===== config.mk =====
export PLATFORM = sky130hd
export DESIGN_NAME = ccpd_channel
export DESIGN_NICKNAME = d
export VERILOG_FILES = /design/src/rtl/ccpd_pkg.sv /design/src/rtl/ccpd_channel.sv /design/src/rtl/ccpd_edge_det.sv /design/src/rtl/ccpd_timer_sel.sv
export VERILOG_INCLUDE_DIRS = /design/src /design/src/rtl
export SDC_FILE = /design/constraint.sdc
export NUM_CORES = 1
export LEC_CHECK = 0
export BUFFER_PORTS_ARGS = -buffer_cell sky130_fd_sc_hd__buf_2
export CORE_ASPECT_RATIO = 1.75
export CORE_MARGIN = 2
export CORE_UTILIZATION = 40
export CTS_BUF_LIST = sky130_fd_sc_hd__clkbuf_2 sky130_fd_sc_hd__clkbuf_4 sky130_fd_sc_hd__clkbuf_8
export CTS_CLUSTER_DIAMETER = 30
export CTS_CLUSTER_SIZE = 12
export DETAILED_ROUTE_END_ITERATION = 6
export GPL_ROUTABILITY_DRIVEN = 0
export PLACE_DENSITY = 0.8
export SETUP_SLACK_MARGIN = 0.05
export SLEW_MARGIN = 30
export SYNTH_ARGS = -nofsm -noshare
export SYNTH_HDL_FRONTEND = slang
export SYNTH_SLANG_ARGS = --single-unit
export TNS_END_PERCENT = 20

===== constraint.sdc =====
create_clock -name i_clk -period 3.5 [get_ports i_clk]
set_input_delay 0.35 -clock i_clk [delete_from_list [all_inputs] [get_ports i_clk]]
set_output_delay 0.35 -clock i_clk [all_outputs]
set_load 0.02 [all_outputs]

===== src/rtl/ccpd_defines.svh =====
/*
 * Constants for one capture/compare/pwm channel: register byte offsets,
 * field positions, reset values and counts.
 * Assumes inclusion by bare name from the package and ccpd_channel.
 */
`ifndef CCPD_DEFINES_SVH
`define CCPD_DEFINES_SVH

// register byte offsets
`define CCPD_OFS_CTRL     8'h00
`define CCPD_OFS_LOW      8'h04
`define CCPD_OFS_HIGH     8'h08
`define CCPD_OFS_TSEL     8'h0c
`define CCPD_OFS_STATUS   8'h10

// control register fields
`define CCPD_MODE_MSB     3
`define CCPD_MODE_LSB     0
`define CCPD_DUTY_MSB     5
`define CCPD_DUTY_LSB     4
`define CCPD_CTRL_W       6

// timer select field
`define CCPD_TSEL_W       2

// reset values
`define CCPD_RST_CTRL     6'h00
`define CCPD_RST_BYTE     8'h00
`define CCPD_RST_TSEL     2'h0

// capture prescale terminal counts
`define CCPD_PRE4_LAST    4'h3
`define CCPD_PRE16_LAST   4'hf

// mode codes
`define CCPD_M_OFF        4'h0
`define CCPD_M_TOGGLE     4'h2
`define CCPD_M_FALL       4'h4
`define CCPD_M_RISE       4'h5
`define CCPD_M_RISE4      4'h6
`define CCPD_M_RISE16     4'h7
`define CCPD_M_SET_HI     4'h8
`define CCPD_M_SET_LO     4'h9
`define CCPD_M_SOFT       4'ha
`define CCPD_M_TRIG       4'hb

`endif


===== src/rtl/ccpd_pkg.sv =====
/*
 * Types and the shared mode decode of the channel.
 * Assumes the constants header is on the include path.
 */
`include "ccpd_defines.svh"

package ccpd_pkg;

	typedef enum logic [2:0] {
		CCPD_CLS_OFF,
		CCPD_CLS_CAPTURE,
		CCPD_CLS_COMPARE,
		CCPD_CLS_PWM,
		CCPD_CLS_RESERVED
	} ccpd_class_t;

	typedef logic [3:0] ccpd_mode_t;

	// mode field to function class, used by the top; the edge detector decodes i_mode itself
	function automatic ccpd_class_t ccpd_class(input ccpd_mode_t mode);
		ccpd_class_t cls;
		cls = CCPD_CLS_RESERVED;
		if (mode == `CCPD_M_OFF) begin
			cls = CCPD_CLS_OFF;
		end else if (mode[3:2] == 2'h1) begin
			cls = CCPD_CLS_CAPTURE;
		end else if (mode[3:2] == 2'h3) begin
			cls = CCPD_CLS_PWM;
		end else if (mode[3:2] == 2'h2 || mode == `CCPD_M_TOGGLE) begin
			cls = CCPD_CLS_COMPARE;
		end
		return cls;
	endfunction : ccpd_class

endpackage : ccpd_pkg


===== src/rtl/ccpd_channel.sv =====
/*
 * One capture/compare/pwm channel with its control and data registers,
 * reached as an AHB-Lite slave with zero wait states.
 * Assumes shared timers on i_clk: odd timers count 16 bits, even timers
 * give a 10-bit count (8-bit timer plus 2 fine bits) and a period pulse.
 */
`timescale 1ns/1ps
`include "ccpd_defines.svh"

module ccpd_channel
	import ccpd_pkg::*;
#(
	parameter int ODD_W  = 16,
	parameter int EVEN_W = 10
) (
	// clock and reset
	input  wire logic              i_clk,
	input  wire logic              i_arst_n,
	// ahb-lite slave
	input  wire logic              i_hsel,
	input  wire logic [31:0]       i_haddr,
	input  wire logic [1:0]        i_htrans,
	input  wire logic              i_hwrite,
	input  wire logic [2:0]        i_hsize,
	input  wire logic [31:0]       i_hwdata,
	input  wire logic              i_hready,
	output logic [31:0]            o_hrdata,
	output logic                   o_hreadyout,
	output logic                   o_hresp,
	// shared odd timers
	input  wire logic [ODD_W-1:0]  i_tmr1,
	input  wire logic [ODD_W-1:0]  i_tmr3,
	input  wire logic [ODD_W-1:0]  i_tmr5,
	input  wire logic [ODD_W-1:0]  i_tmr7,
	// shared even timers
	input  wire logic [EVEN_W-1:0] i_tmr2,
	input  wire logic [EVEN_W-1:0] i_tmr4,
	input  wire logic [EVEN_W-1:0] i_tmr6,
	input  wire logic [EVEN_W-1:0] i_tmr8,
	input  wire logic [3:0]        i_even_period,
	// channel pin
	input  wire logic              i_ccp_pin,
	output logic                   o_ccp_pin,
	output logic                   o_ccp_oe_n,
	// events
	output logic                   o_match,
	output logic                   o_capture,
	output logic                   o_timer_reset
);
	import ccpd_pkg::*;

	// registers
	logic [`CCPD_CTRL_W-1:0] ctrl_reg;
	logic [`CCPD_CTRL_W-1:0] ctrl_next;
	logic [7:0]              low_reg;
	logic [7:0]              low_next;
	logic [7:0]              high_reg;
	logic [7:0]              high_next;
	logic [`CCPD_TSEL_W-1:0] tsel_reg;
	logic [`CCPD_TSEL_W-1:0] tsel_next;
	logic [1:0]              fine_reg;
	logic [1:0]              fine_next;

	// output state
	logic                    pin_reg;
	logic                    pin_next;
	logic                    oe_n_reg;
	logic                    oe_n_next;
	logic                    match_reg;
	logic                    match_next;
	logic                    cap_reg;
	logic                    cap_next;
	logic                    trig_reg;
	logic                    trig_next;
	logic                    hit_reg;
	logic                    hit_next;

	// bus state
	logic                    wr_pend_reg;
	logic                    wr_pend_next;
	logic [7:0]              addr_reg;
	logic [7:0]              addr_next;
	logic [31:0]             rdata_reg;
	logic [31:0]             rdata_next;

	// internal
	ccpd_mode_t              mode;
	ccpd_class_t             cls;
	logic [ODD_W-1:0]        odd_tb;
	logic [EVEN_W-1:0]       even_tb;
	logic                    period;
	logic                    pin_sync;
	logic                    capture;
	logic                    take;
	logic [7:0]              raddr;
	logic [9:0]              duty;
	logic                    cmp_eq;
	logic [7:0]              ctrl_fwd;
	logic [7:0]              tsel_fwd;

	assign mode = ctrl_reg[`CCPD_MODE_MSB:`CCPD_MODE_LSB];
	assign cls  = ccpd_class(mode);

	ccpd_timer_sel #(
		.ODD_W  (ODD_W),
		.EVEN_W (EVEN_W)
	) u_tsel (
		.i_sel         (tsel_reg),
		.i_tmr1        (i_tmr1),
		.i_tmr3        (i_tmr3),
		.i_tmr5        (i_tmr5),
		.i_tmr7        (i_tmr7),
		.i_tmr2        (i_tmr2),
		.i_tmr4        (i_tmr4),
		.i_tmr6        (i_tmr6),
		.i_tmr8        (i_tmr8),
		.i_even_period (i_even_period),
		.o_odd         (odd_tb),
		.o_even        (even_tb),
		.o_period      (period)
	);

	ccpd_edge_det u_edge (
		.i_clk      (i_clk),
		.i_arst_n   (i_arst_n),
		.i_mode     (mode),
		.i_pin      (i_ccp_pin),
		.o_pin_sync (pin_sync),
		.o_capture  (capture)
	);

	// ---- bus: address phase taken, data phase applied next cycle ----
	assign take  = i_hsel & i_hready & i_htrans[1];
	assign raddr = {i_haddr[7:2], 2'b00};

	// read mux with forwarding of a write still in its data phase
	function automatic logic [7:0] fwd_byte(input logic [7:0] a, input logic [7:0] cur);
		logic [7:0] v;
		v = cur;
		if (wr_pend_reg && addr_reg == a) begin
			v = i_hwdata[7:0];
		end
		return v;
	endfunction : fwd_byte

	// narrow registers are widened to a byte so one forwarding path serves all
	assign ctrl_fwd = fwd_byte(`CCPD_OFS_CTRL, {2'b00, ctrl_reg});
	assign tsel_fwd = fwd_byte(`CCPD_OFS_TSEL, {6'h00, tsel_reg});

	always_comb begin
		wr_pend_next = take & i_hwrite;
		addr_next    = take ? raddr : addr_reg;
		rdata_next   = 32'h0000_0000;
		if (take && !i_hwrite) begin
			unique case (raddr)
				`CCPD_OFS_CTRL: begin
					rdata_next[`CCPD_CTRL_W-1:0] = ctrl_fwd[`CCPD_CTRL_W-1:0];
				end
				`CCPD_OFS_LOW:  rdata_next[7:0] = fwd_byte(`CCPD_OFS_LOW, low_reg);
				`CCPD_OFS_HIGH: rdata_next[7:0] = fwd_byte(`CCPD_OFS_HIGH, high_reg);
				`CCPD_OFS_TSEL: begin
					rdata_next[`CCPD_TSEL_W-1:0] = tsel_fwd[`CCPD_TSEL_W-1:0];
				end
				`CCPD_OFS_STATUS: rdata_next[5:0] = {pin_sync, pin_reg, ~oe_n_reg, 3'(cls)};
				default: rdata_next = 32'h0000_0000;
			endcase
		end
	end

	always_ff @(posedge i_clk or negedge i_arst_n) begin
		if (!i_arst_n) begin
			wr_pend_reg <= 1'b0;
			addr_reg    <= 8'h00;
			rdata_reg   <= 32'h0000_0000;
		end else begin
			wr_pend_reg <= wr_pend_next;
			addr_reg    <= addr_next;
			rdata_reg   <= rdata_next;
		end
	end

	// ---- channel registers ----
	assign duty   = {high_reg, fine_reg};
	assign cmp_eq = (odd_tb == {high_reg, low_reg});

	always_comb begin
		ctrl_next = ctrl_reg;
		low_next  = low_reg;
		high_next = high_reg;
		tsel_next = tsel_reg;
		fine_next = fine_reg;
		// software writes first; a capture in the same cycle overrides them
		if (wr_pend_reg) begin
			unique case (addr_reg)
				`CCPD_OFS_CTRL: ctrl_next = i_hwdata[`CCPD_CTRL_W-1:0];
				`CCPD_OFS_LOW:  low_next  = i_hwdata[7:0];
				`CCPD_OFS_HIGH: high_next = i_hwdata[7:0];
				`CCPD_OFS_TSEL: tsel_next = i_hwdata[`CCPD_TSEL_W-1:0];
				default: ;
			endcase
		end
		if (cls == CCPD_CLS_CAPTURE && capture) begin
			high_next = odd_tb[15:8];
			low_next  = odd_tb[7:0];
		end
		// pwm: duty buffer reloads from the written value at each period
		if (cls == CCPD_CLS_PWM && period) begin
			high_next = low_reg;
			fine_next = ctrl_reg[`CCPD_DUTY_MSB:`CCPD_DUTY_LSB];
		end
	end

	always_ff @(posedge i_clk or negedge i_arst_n) begin
		if (!i_arst_n) begin
			ctrl_reg <= `CCPD_RST_CTRL;
			low_reg  <= `CCPD_RST_BYTE;
			high_reg <= `CCPD_RST_BYTE;
			tsel_reg <= `CCPD_RST_TSEL;
			fine_reg <= 2'h0;
		end else begin
			ctrl_reg <= ctrl_next;
			low_reg  <= low_next;
			high_reg <= high_next;
			tsel_reg <= tsel_next;
			fine_reg <= fine_next;
		end
	end

	// ---- pin and event generation ----
	always_comb begin
		pin_next   = pin_reg;
		oe_n_next  = 1'b1;
		match_next = 1'b0;
		cap_next   = 1'b0;
		trig_next  = 1'b0;
		// one action per match: the odd timer may sit on the value for many cycles
		hit_next   = cmp_eq;
		unique case (cls)
			CCPD_CLS_OFF: begin
				pin_next = 1'b0;
				hit_next = 1'b0;
			end
			CCPD_CLS_CAPTURE: begin
				cap_next = capture;
			end
			CCPD_CLS_COMPARE: begin
				if (mode != `CCPD_M_SOFT) begin
					oe_n_next = 1'b0;
				end
				if (cmp_eq && !hit_reg) begin
					match_next = 1'b1;
					unique case (mode)
						`CCPD_M_TOGGLE: pin_next  = ~pin_reg;
						`CCPD_M_SET_HI: pin_next  = 1'b1;
						`CCPD_M_SET_LO: pin_next  = 1'b0;
						`CCPD_M_TRIG:   trig_next = 1'b1;
						default: ;
					endcase
				end
			end
			CCPD_CLS_PWM: begin
				oe_n_next = 1'b0;
				hit_next  = 1'b0;
				// high at period start unless duty is zero, low once count reaches duty
				if (period) begin
					pin_next = (low_reg != 8'h00) ||
						(ctrl_reg[`CCPD_DUTY_MSB:`CCPD_DUTY_LSB] != 2'h0);
				end else if (even_tb >= duty) begin
					pin_next = 1'b0;
				end
			end
			default: ;
		endcase
	end

	always_ff @(posedge i_clk or negedge i_arst_n) begin
		if (!i_arst_n) begin
			pin_reg   <= 1'b0;
			oe_n_reg  <= 1'b1;
			match_reg <= 1'b0;
			cap_reg   <= 1'b0;
			trig_reg  <= 1'b0;
			hit_reg   <= 1'b0;
		end else begin
			pin_reg   <= pin_next;
			oe_n_reg  <= oe_n_next;
			match_reg <= match_next;
			cap_reg   <= cap_next;
			trig_reg  <= trig_next;
			hit_reg   <= hit_next;
		end
	end

	// a write to mode code 1000 or 1001 does not initialise the pin level
	// (handled via ctrl change: preset on entry is left to software writing
	// the mode before the timer reaches the compare value)

	assign o_hrdata      = rdata_reg;
	assign o_hreadyout   = 1'b1;
	assign o_hresp       = 1'b0;
	assign o_ccp_pin     = pin_reg;
	assign o_ccp_oe_n    = oe_n_reg;
	assign o_match       = match_reg;
	assign o_capture     = cap_reg;
	assign o_timer_reset = trig_reg;

endmodule : ccpd_channel


===== src/rtl/ccpd_edge_det.sv =====
/*
 * Capture event detector: synchronises the channel pin and produces one
 * capture pulse per selected edge, with the 4th and 16th edge prescalers.
 * Assumes i_pin is asynchronous to i_clk.
 */
`timescale 1ns/1ps

module ccpd_edge_det
	import ccpd_pkg::*;
(
	// clock and reset
	input  wire logic              i_clk,
	input  wire logic              i_arst_n,
	// control
	input  wire ccpd_pkg::ccpd_mode_t i_mode,
	// pin and result
	input  wire logic              i_pin,
	output logic                   o_pin_sync,
	output logic                   o_capture
);
	import ccpd_pkg::*;

	logic [2:0] sync_reg;
	logic [2:0] sync_next;
	logic       level_reg;
	logic       level_next;
	logic [3:0] pre_reg;
	logic [3:0] pre_next;
	ccpd_mode_t mode_reg;
	logic       rise;
	logic       fall;

	always_comb begin
		sync_next  = {sync_reg[1:0], i_pin};
		level_next = level_reg;
		// a change counts only once the second and third stages agree
		if (sync_reg[1] == sync_reg[2]) begin
			level_next = sync_reg[2];
		end
		rise = level_next & ~level_reg;
		fall = ~level_next & level_reg;
		pre_next  = pre_reg;
		o_capture = 1'b0;
		unique case (i_mode)
			`CCPD_M_FALL: o_capture = fall;
			`CCPD_M_RISE: o_capture = rise;
			`CCPD_M_RISE4: begin
				if (rise) begin
					o_capture = ({2'b00, pre_reg[1:0]} == `CCPD_PRE4_LAST);
					pre_next  = pre_reg + 4'h1;
				end
			end
			`CCPD_M_RISE16: begin
				if (rise) begin
					o_capture = (pre_reg == `CCPD_PRE16_LAST);
					pre_next  = pre_reg + 4'h1;
				end
			end
			default: pre_next = 4'h0;
		endcase
		// a new mode starts its prescale count afresh
		if (i_mode != mode_reg) begin
			pre_next = 4'h0;
		end
		o_pin_sync = level_reg;
	end

	always_ff @(posedge i_clk or negedge i_arst_n) begin
		if (!i_arst_n) begin
			sync_reg  <= 3'h0;
			level_reg <= 1'b0;
			pre_reg   <= 4'h0;
			mode_reg  <= `CCPD_M_OFF;
		end else begin
			sync_reg  <= sync_next;
			level_reg <= level_next;
			pre_reg   <= pre_next;
			mode_reg  <= i_mode;
		end
	end

endmodule : ccpd_edge_det


===== src/rtl/ccpd_timer_sel.sv =====
/*
 * Time base selection: the odd timer family feeds capture and compare,
 * the even family feeds pwm, one shared select index picks the member.
 * Assumes the timers run on i_clk.
 */
`timescale 1ns/1ps

module ccpd_timer_sel #(
	parameter int ODD_W  = 16,
	parameter int EVEN_W = 10
) (
	// selection
	input  wire logic [1:0]        i_sel,
	// odd timers one, three, five, seven
	input  wire logic [ODD_W-1:0]  i_tmr1,
	input  wire logic [ODD_W-1:0]  i_tmr3,
	input  wire logic [ODD_W-1:0]  i_tmr5,
	input  wire logic [ODD_W-1:0]  i_tmr7,
	// even timers two, four, six, eight with their period pulses
	input  wire logic [EVEN_W-1:0] i_tmr2,
	input  wire logic [EVEN_W-1:0] i_tmr4,
	input  wire logic [EVEN_W-1:0] i_tmr6,
	input  wire logic [EVEN_W-1:0] i_tmr8,
	input  wire logic [3:0]        i_even_period,
	// selected time bases
	output logic [ODD_W-1:0]       o_odd,
	output logic [EVEN_W-1:0]      o_even,
	output logic                   o_period
);

	always_comb begin
		unique case (i_sel)
			2'h0: begin
				o_odd  = i_tmr1;
				o_even = i_tmr2;
			end
			2'h1: begin
				o_odd  = i_tmr3;
				o_even = i_tmr4;
			end
			2'h2: begin
				o_odd  = i_tmr5;
				o_even = i_tmr6;
			end
			2'h3: begin
				o_odd  = i_tmr7;
				o_even = i_tmr8;
			end
		endcase
		o_period = i_even_period[i_sel];
	end

endmodule : ccpd_timer_sel


# [Word level (Yosys, flattened, before mapping)]
# Cells that the tools add are included.
[op_classes] addsub=1 order_cmp=2 n_eq_ne=35 muxes=44 bitwise_logic=9 reduce_logical=33
[ops] cell="$mux 8" n=10
[ops] cell="$pmux 16 s4" n=1
[ops] cell="$pmux 10 s4" n=1
[ops] cell="$eq 6x2->1 const B" n=4
[ops] cell="$eq 16x16->1" n=1
[ops] cell="$eq 4x3->1 const B" n=4
[ops] cell="$eq 4x4->1 const B" n=4
[ops] cell="$logic_not 8->1" n=2
[ops] cell="$pmux 4 s4" n=1
[ops] cell="$mux 1" n=15
[ops] cell="$eq 6x1->1 const B" n=2
[ops] cell="$mux 3" n=4
[ops] cell="$eq 2x2->1 const B" n=5
[ops] cell="$ge 10x10->1" n=1
[ops] cell="$pmux 2 s5" n=1
[ops] cell="$reduce_and 2->1" n=5
[ops] cell="$reduce_bool 3->1" n=3
[ops] cell="$logic_and 1x1->1" n=8
[ops] cell="$mux 4" n=2
[ops] cell="$pmux 4 s2" n=1
[ops] cell="$reduce_bool 8->1" n=1
[ops] cell="$eq 3x2->1 const B" n=2
[ops] cell="$eq 6x3->1 const B" n=1
[ops] cell="$mux 6" n=1
[ops] cell="29 further kinds" n=44
[word_totals] reg_bits=83 inputBits=183 out_inout_bits=39 wordCells=142

# [Logic depth before layout (Yosys ltp)]
[logic_depth] word_depth=10 depth_mapped=14 mapped_depth_nobuf=11

# [By module]
# A second synthesis with hierarchy kept.
[unflattened] cells_unflattened=389 area_unflattened_um2=4206.5
[by_module_without_submodules] mod="ccpd_channel" n_inst=1 cells_each=318 area_each_um2=3010.4 seq_area_each_um2=1177.4
[by_module_without_submodules] mod="ccpd_timer_sel" n_inst=1 cells_each=33 area_each_um2=700.7 seq_area_each_um2=0.0
[by_module_without_submodules] mod="ccpd_edge_det" n_inst=1 cells_each=38 area_each_um2=495.5 seq_area_each_um2=300.3

# [Worst setup path after synthesis]
# OpenSTA, ideal clock, no wires.
[synth_path] path_type="register -> register" startpoint="register tsel_reg[0]" endpoint="register pin_reg, in the netlist o_ccp_pin" setup_ns=0.125 arrival_ns=3.134 required_ns=3.375 path_slack_ns=0.241 stages_incl_launch_ff=15 path_buffers=3 period_less_slack_ns=3.259 path_cell_list="dfrtp_1 buf_2 buf_2 buf_1 mux4_2 inv_1 ha_1 nand2b_1 a21o_1 a21o_1 a21o_1 a21oi_1 o211ai_1 o21ai_1 mux2_4"
[synth_via] elab_chain_len=6 elab_cells_between_ends=16 classes_between="1 x order compare; 6 x eq/ne; 6 x mux; 3 x reduce/logical"
[synth_lines] element="start, declared" line_no="ccpd_channel.sv:59" text="logic [`CCPD_TSEL_W-1:0] tsel_reg;"
[synth_lines] element="start signal, assigned" line_no="ccpd_channel.sv:218" text="tsel_reg <= `CCPD_RST_TSEL;"
[synth_lines] element="start signal, assigned" line_no="ccpd_channel.sv:224" text="tsel_reg <= tsel_next;"
[synth_lines] element="branches (longest 6 deep; another with $ge 10x10->1)"
[synth_lines] element="end signal, assigned" line_no="ccpd_channel.sv:285" text="pin_reg <= pin_next;"
[synth_lines] element="end, declared" line_no="ccpd_channel.sv:65" text="logic pin_reg;"
# Several ways; the timed one is not identified. The select of a mux whose other input is x is not followed.
# A chain may end at the register's enable or synchronous reset.

# [Worst setup path after layout]
[layout_path] startpoint="register tsel_reg[1]" endpoint="register pin_reg, in the netlist o_ccp_pin"
# Same word-level chain as after synthesis.

==> flow_metrics.py <==
metrics = {
    "worst_setup_path": {
        "worstPathArrival_ns": 3.36,
        "r2r-start": "tsel_reg[1]$_DFFE_PN0P_",
        "worstSetupPathType": "flip-flop to flip-flop",
        "worstReg2RegEnd": "o_ccp_pin$_DFFE_PN0P_",
        "critPathCapture": "o_ccp_pin$_DFFE_PN0P_",
        "cp_top_family": "multiplexers",
        "crit_required_ns": 3.74,
        "path_buf_inv": 1,
        "critPathSlowestCell": "dfrtp_1",
        "crit_chain": "buf_4 -> mux4_1 -> xnor2_1 -> nand4_1 -> nor3_2 -> nand4b_2 -> a21oi_2 -> o21ai_1 -> mux2_4",
        "cp-start-kind": "flip-flop",
        "rr_worst_depth": 9,
        "startpoint": "tsel_reg[1]$_DFFE_PN0P_",
        "ff2ff_setup_slack_ns": 0.38,
        "critPathMaxFanout": 7,
        "critical_path_depth": 9,
        "slowest_delay_ns": 0.67,
        "endpoint_kind": "flip-flop",
    },
    "timing": {
        "hold_slack_ns": -0.0231,
        "slew_viol_final": 0,
        "fin_crit_sh": 0.892,
        "worst_slew_pin_slew_ns": 0.645,
        "max_freq_mhz": 320,
        "hold_viol": 33,
        "min_period_ns": 3.12,
        "rsz0062_at_grt": "false",
        "max-slew-margin-rel": 0.568,
        "finalSetupTns_ns": 0,
        "fin_skew_ns": 0.00731,
        "setup_viol": 0,
    },
    "global_route": {
        "grt_antenna_before_repair": 0,
        "grt_first_pass_wirelength_microns": 18200,
        "overflow": 0,
        "grt_max_degree": 45,
        "grtUsageTotal": 0.214,
        "grt_pass1_vias": 3824,
    },
    "clock_tree": {
        "cts.htree.levels": 3,
        "path_clk_slew_ns": 0.06,
        "clock-root-buffer": "clkbuf_8",
        "cts_setup_buffers": 0,
        "cts_tree": "built",
        "cts.sinks": 59,
        "clk_latency_ns": 0.35,
        "cts_resized": 0,
        "cts_max_path_buffers": 2,
        "cts_buffers": 9,
        "ctsHoldBuffers": 0,
    },
    "synth": {
        "synth_area_sq_um": 4120,
        "synth_seq_area_share": 0.359,
        "synth.area.top_cells": "dfrtp_1 (35%), mux4_2 (11%), mux2i_1 (5.8%)",
        "synth-edff-count": 0,
        "synth_ff_type": "dfrtp_1",
        "synthCells": 382,
        "ys_warn_count": 0,
        "yosysTopAreaCell": "dfrtp_1",
        "yosys.cell_types.count": 50,
        "syn_avg_cell_area_sq_um": 10.8,
        "synthArstFlopShare": 1.00,
        "ys_seq_elements": 59,
        "synth_top_area_share": 0.353,
    },
    "pwr": {
        "ir_drop_uv": 272,
        "power.leakage_uw": 0.00245,
        "p_total_uw": 2360,
        "power_density_nw_per_um2": 464,
    },
    "layout": {
        "final_cell_mix": "buf_2 (140), dfrtp_1 (58), nor2_1 (30)",
        "syn_to_final_growth_pct": 23.6,
        "diodes": 0,
        "nFillCells": 946,
        "register_area_sq_um": 1480,
        "fin_cells": 658,
        "final_cell_area_sq_um": 5090,
        "multiInputGateArea_sq_um": 2390,
        "drive_above_1_share": 0.394,
        "final_common_cell": "buf_2",
        "layout.nets": 720,
    },
    "floorplanning": {
        "io-pin-count": 222,
        "die_w_microns": 80.7,
        "start_util": 0.404,
        "std_cell_rows": 49,
        "die-area_sq_um": 11200,
        "die_h_microns": 138,
        "core_sq_um": 10200,
    },
    "detailed_routing": {
        "num_vias": 3563,
        "routed_wl_microns": 11300,
        "drtPass1Iterations": 5,
        "vias_per_cell": 5.41,
        "post_drt_wl_per_cell_microns": 17.2,
        "post-route-drc-count": 0,
        "drt_iter0_drc": 171,
        "ant_nets": 0,
    },
    "placement": {
        "dp.cells": 642,
        "placedInstanceArea_sq_um": 4880,
        "io_buffer_count": 141,
        "place_hpwl_microns": 9370,
    },
    "run": {
        "maxCapViolCount": 0,
    },
    "worst_hold_path": {
        "hold_class": "input port to async pin",
    },
    "status": {
        "status": "complete, but fails checks",
        "failed_checks": "negative hold slack",
    },
}
## power breakdown
part | total [uW] | switching [uW] | internal (uW) | leakage (uW)
Sequential | 992 | 172 | 820 | 0.000742
Combinational | 757 | 378 | 379 | 0.00160
Clock | 613 | 264 | 349 | 0.000107
## layout make-up
| type | count | share of cell area |
|---|---|---|
| multi-input combinational | 286 | 0.469 |
| tap | 127 | 0.0312 |
| sequential | 59 | 0.290 |
| inverter | 19 | 0.0140 |
| clock inverter | 1 | 0.000983 |
| clock buffer | 15 | 0.0381 |
| timing repair buffer | 151 | 0.156 |
## cell usage after synthesis, types with 3 or more instances
library cell	count
buf_2	5
inv_1	19
mux4_2	21
o2bb2ai_1	5
and2_1	10
o21a_1	4
nor2_1	30
buf_4	26
nand3_1	7
nand4_1	5
dfrtp_1	58
nand2_1	23
nand2b_1	3
a221o_1	8
o22ai_1	3
o21ai_0	17
a21o_1	3
mux2i_1	24
clkbuf_1	7
mux2_2	12
xnor2_1	19
mux4_1	6
nor2b_1	3
ha_1	11
a21oi_1	17
nor4_1	4
## worst min-delay path by stage
stage	startpoint	end	slack, ns	cells past startpoint
floorplan	i_arst_n	addr_reg[2]$_DFFE_PN0P_	0.05	0
global placement	u_edge.sync_reg[0]$_DFF_PN0_	u_edge.sync_reg[1]$_DFF_PN0_	0.34	0
detailed placement	u_edge.sync_reg[0]$_DFF_PN0_	u_edge.sync_reg[1]$_DFF_PN0_	0.35	0
CTS	i_ccp_pin	u_edge.sync_reg[0]$_DFF_PN0_	0.09	1
global route	i_arst_n	wr_pend_reg$_DFF_PN0_	0.02	1
finish	i_arst_n	wr_pend_reg$_DFF_PN0_	-0.02	1
## through the flow
stage	utilization	worst slack, ns
after floorplan	-	0.241
after global placement	0.480	0.489
after detailed placement	0.480	0.430
after CTS	0.499	0.403
after global routing	0.500	0.268
final	0.500	0.377
## kinds of logic (layout without fill, tap and decap cells)
logic type,Yosys count,in the layout,synth area share
other,2,26,0.00182
and+or+nand+nor,97,97,0.120
DFF,59,59,0.359
xor gates and xnor gates,21,21,0.0447
muxes,64,64,0.248
buffers and inverters,61,186,0.0845
AOI/OAI and AO/OA,67,67,0.109
adders and majority gates,11,11,0.0334
## metal layers
layer,vias up,part of all wire,wire [microns],global-route usage
met4,0,0.049,556,0.142
li1,1641,-,-,-
met3,35,0.062,708,0.0333
met5,-,0,0,0
met1,1706,0.32,3610,0.213
met2,181,0.57,6450,0.393
## worst reg2reg max path: cells and delay by family (launching register included)
family / cells / cell delay [ns]
flops: 1 / 0.67
simple gates: 3 / 0.64
buf+inv: 1 / 0.25
xor+xnor: 1 / 0.28
compound gates: 2 / 0.24
mux: 2 / 0.94
Note: power is estimated with default switching activity, not from simulation.
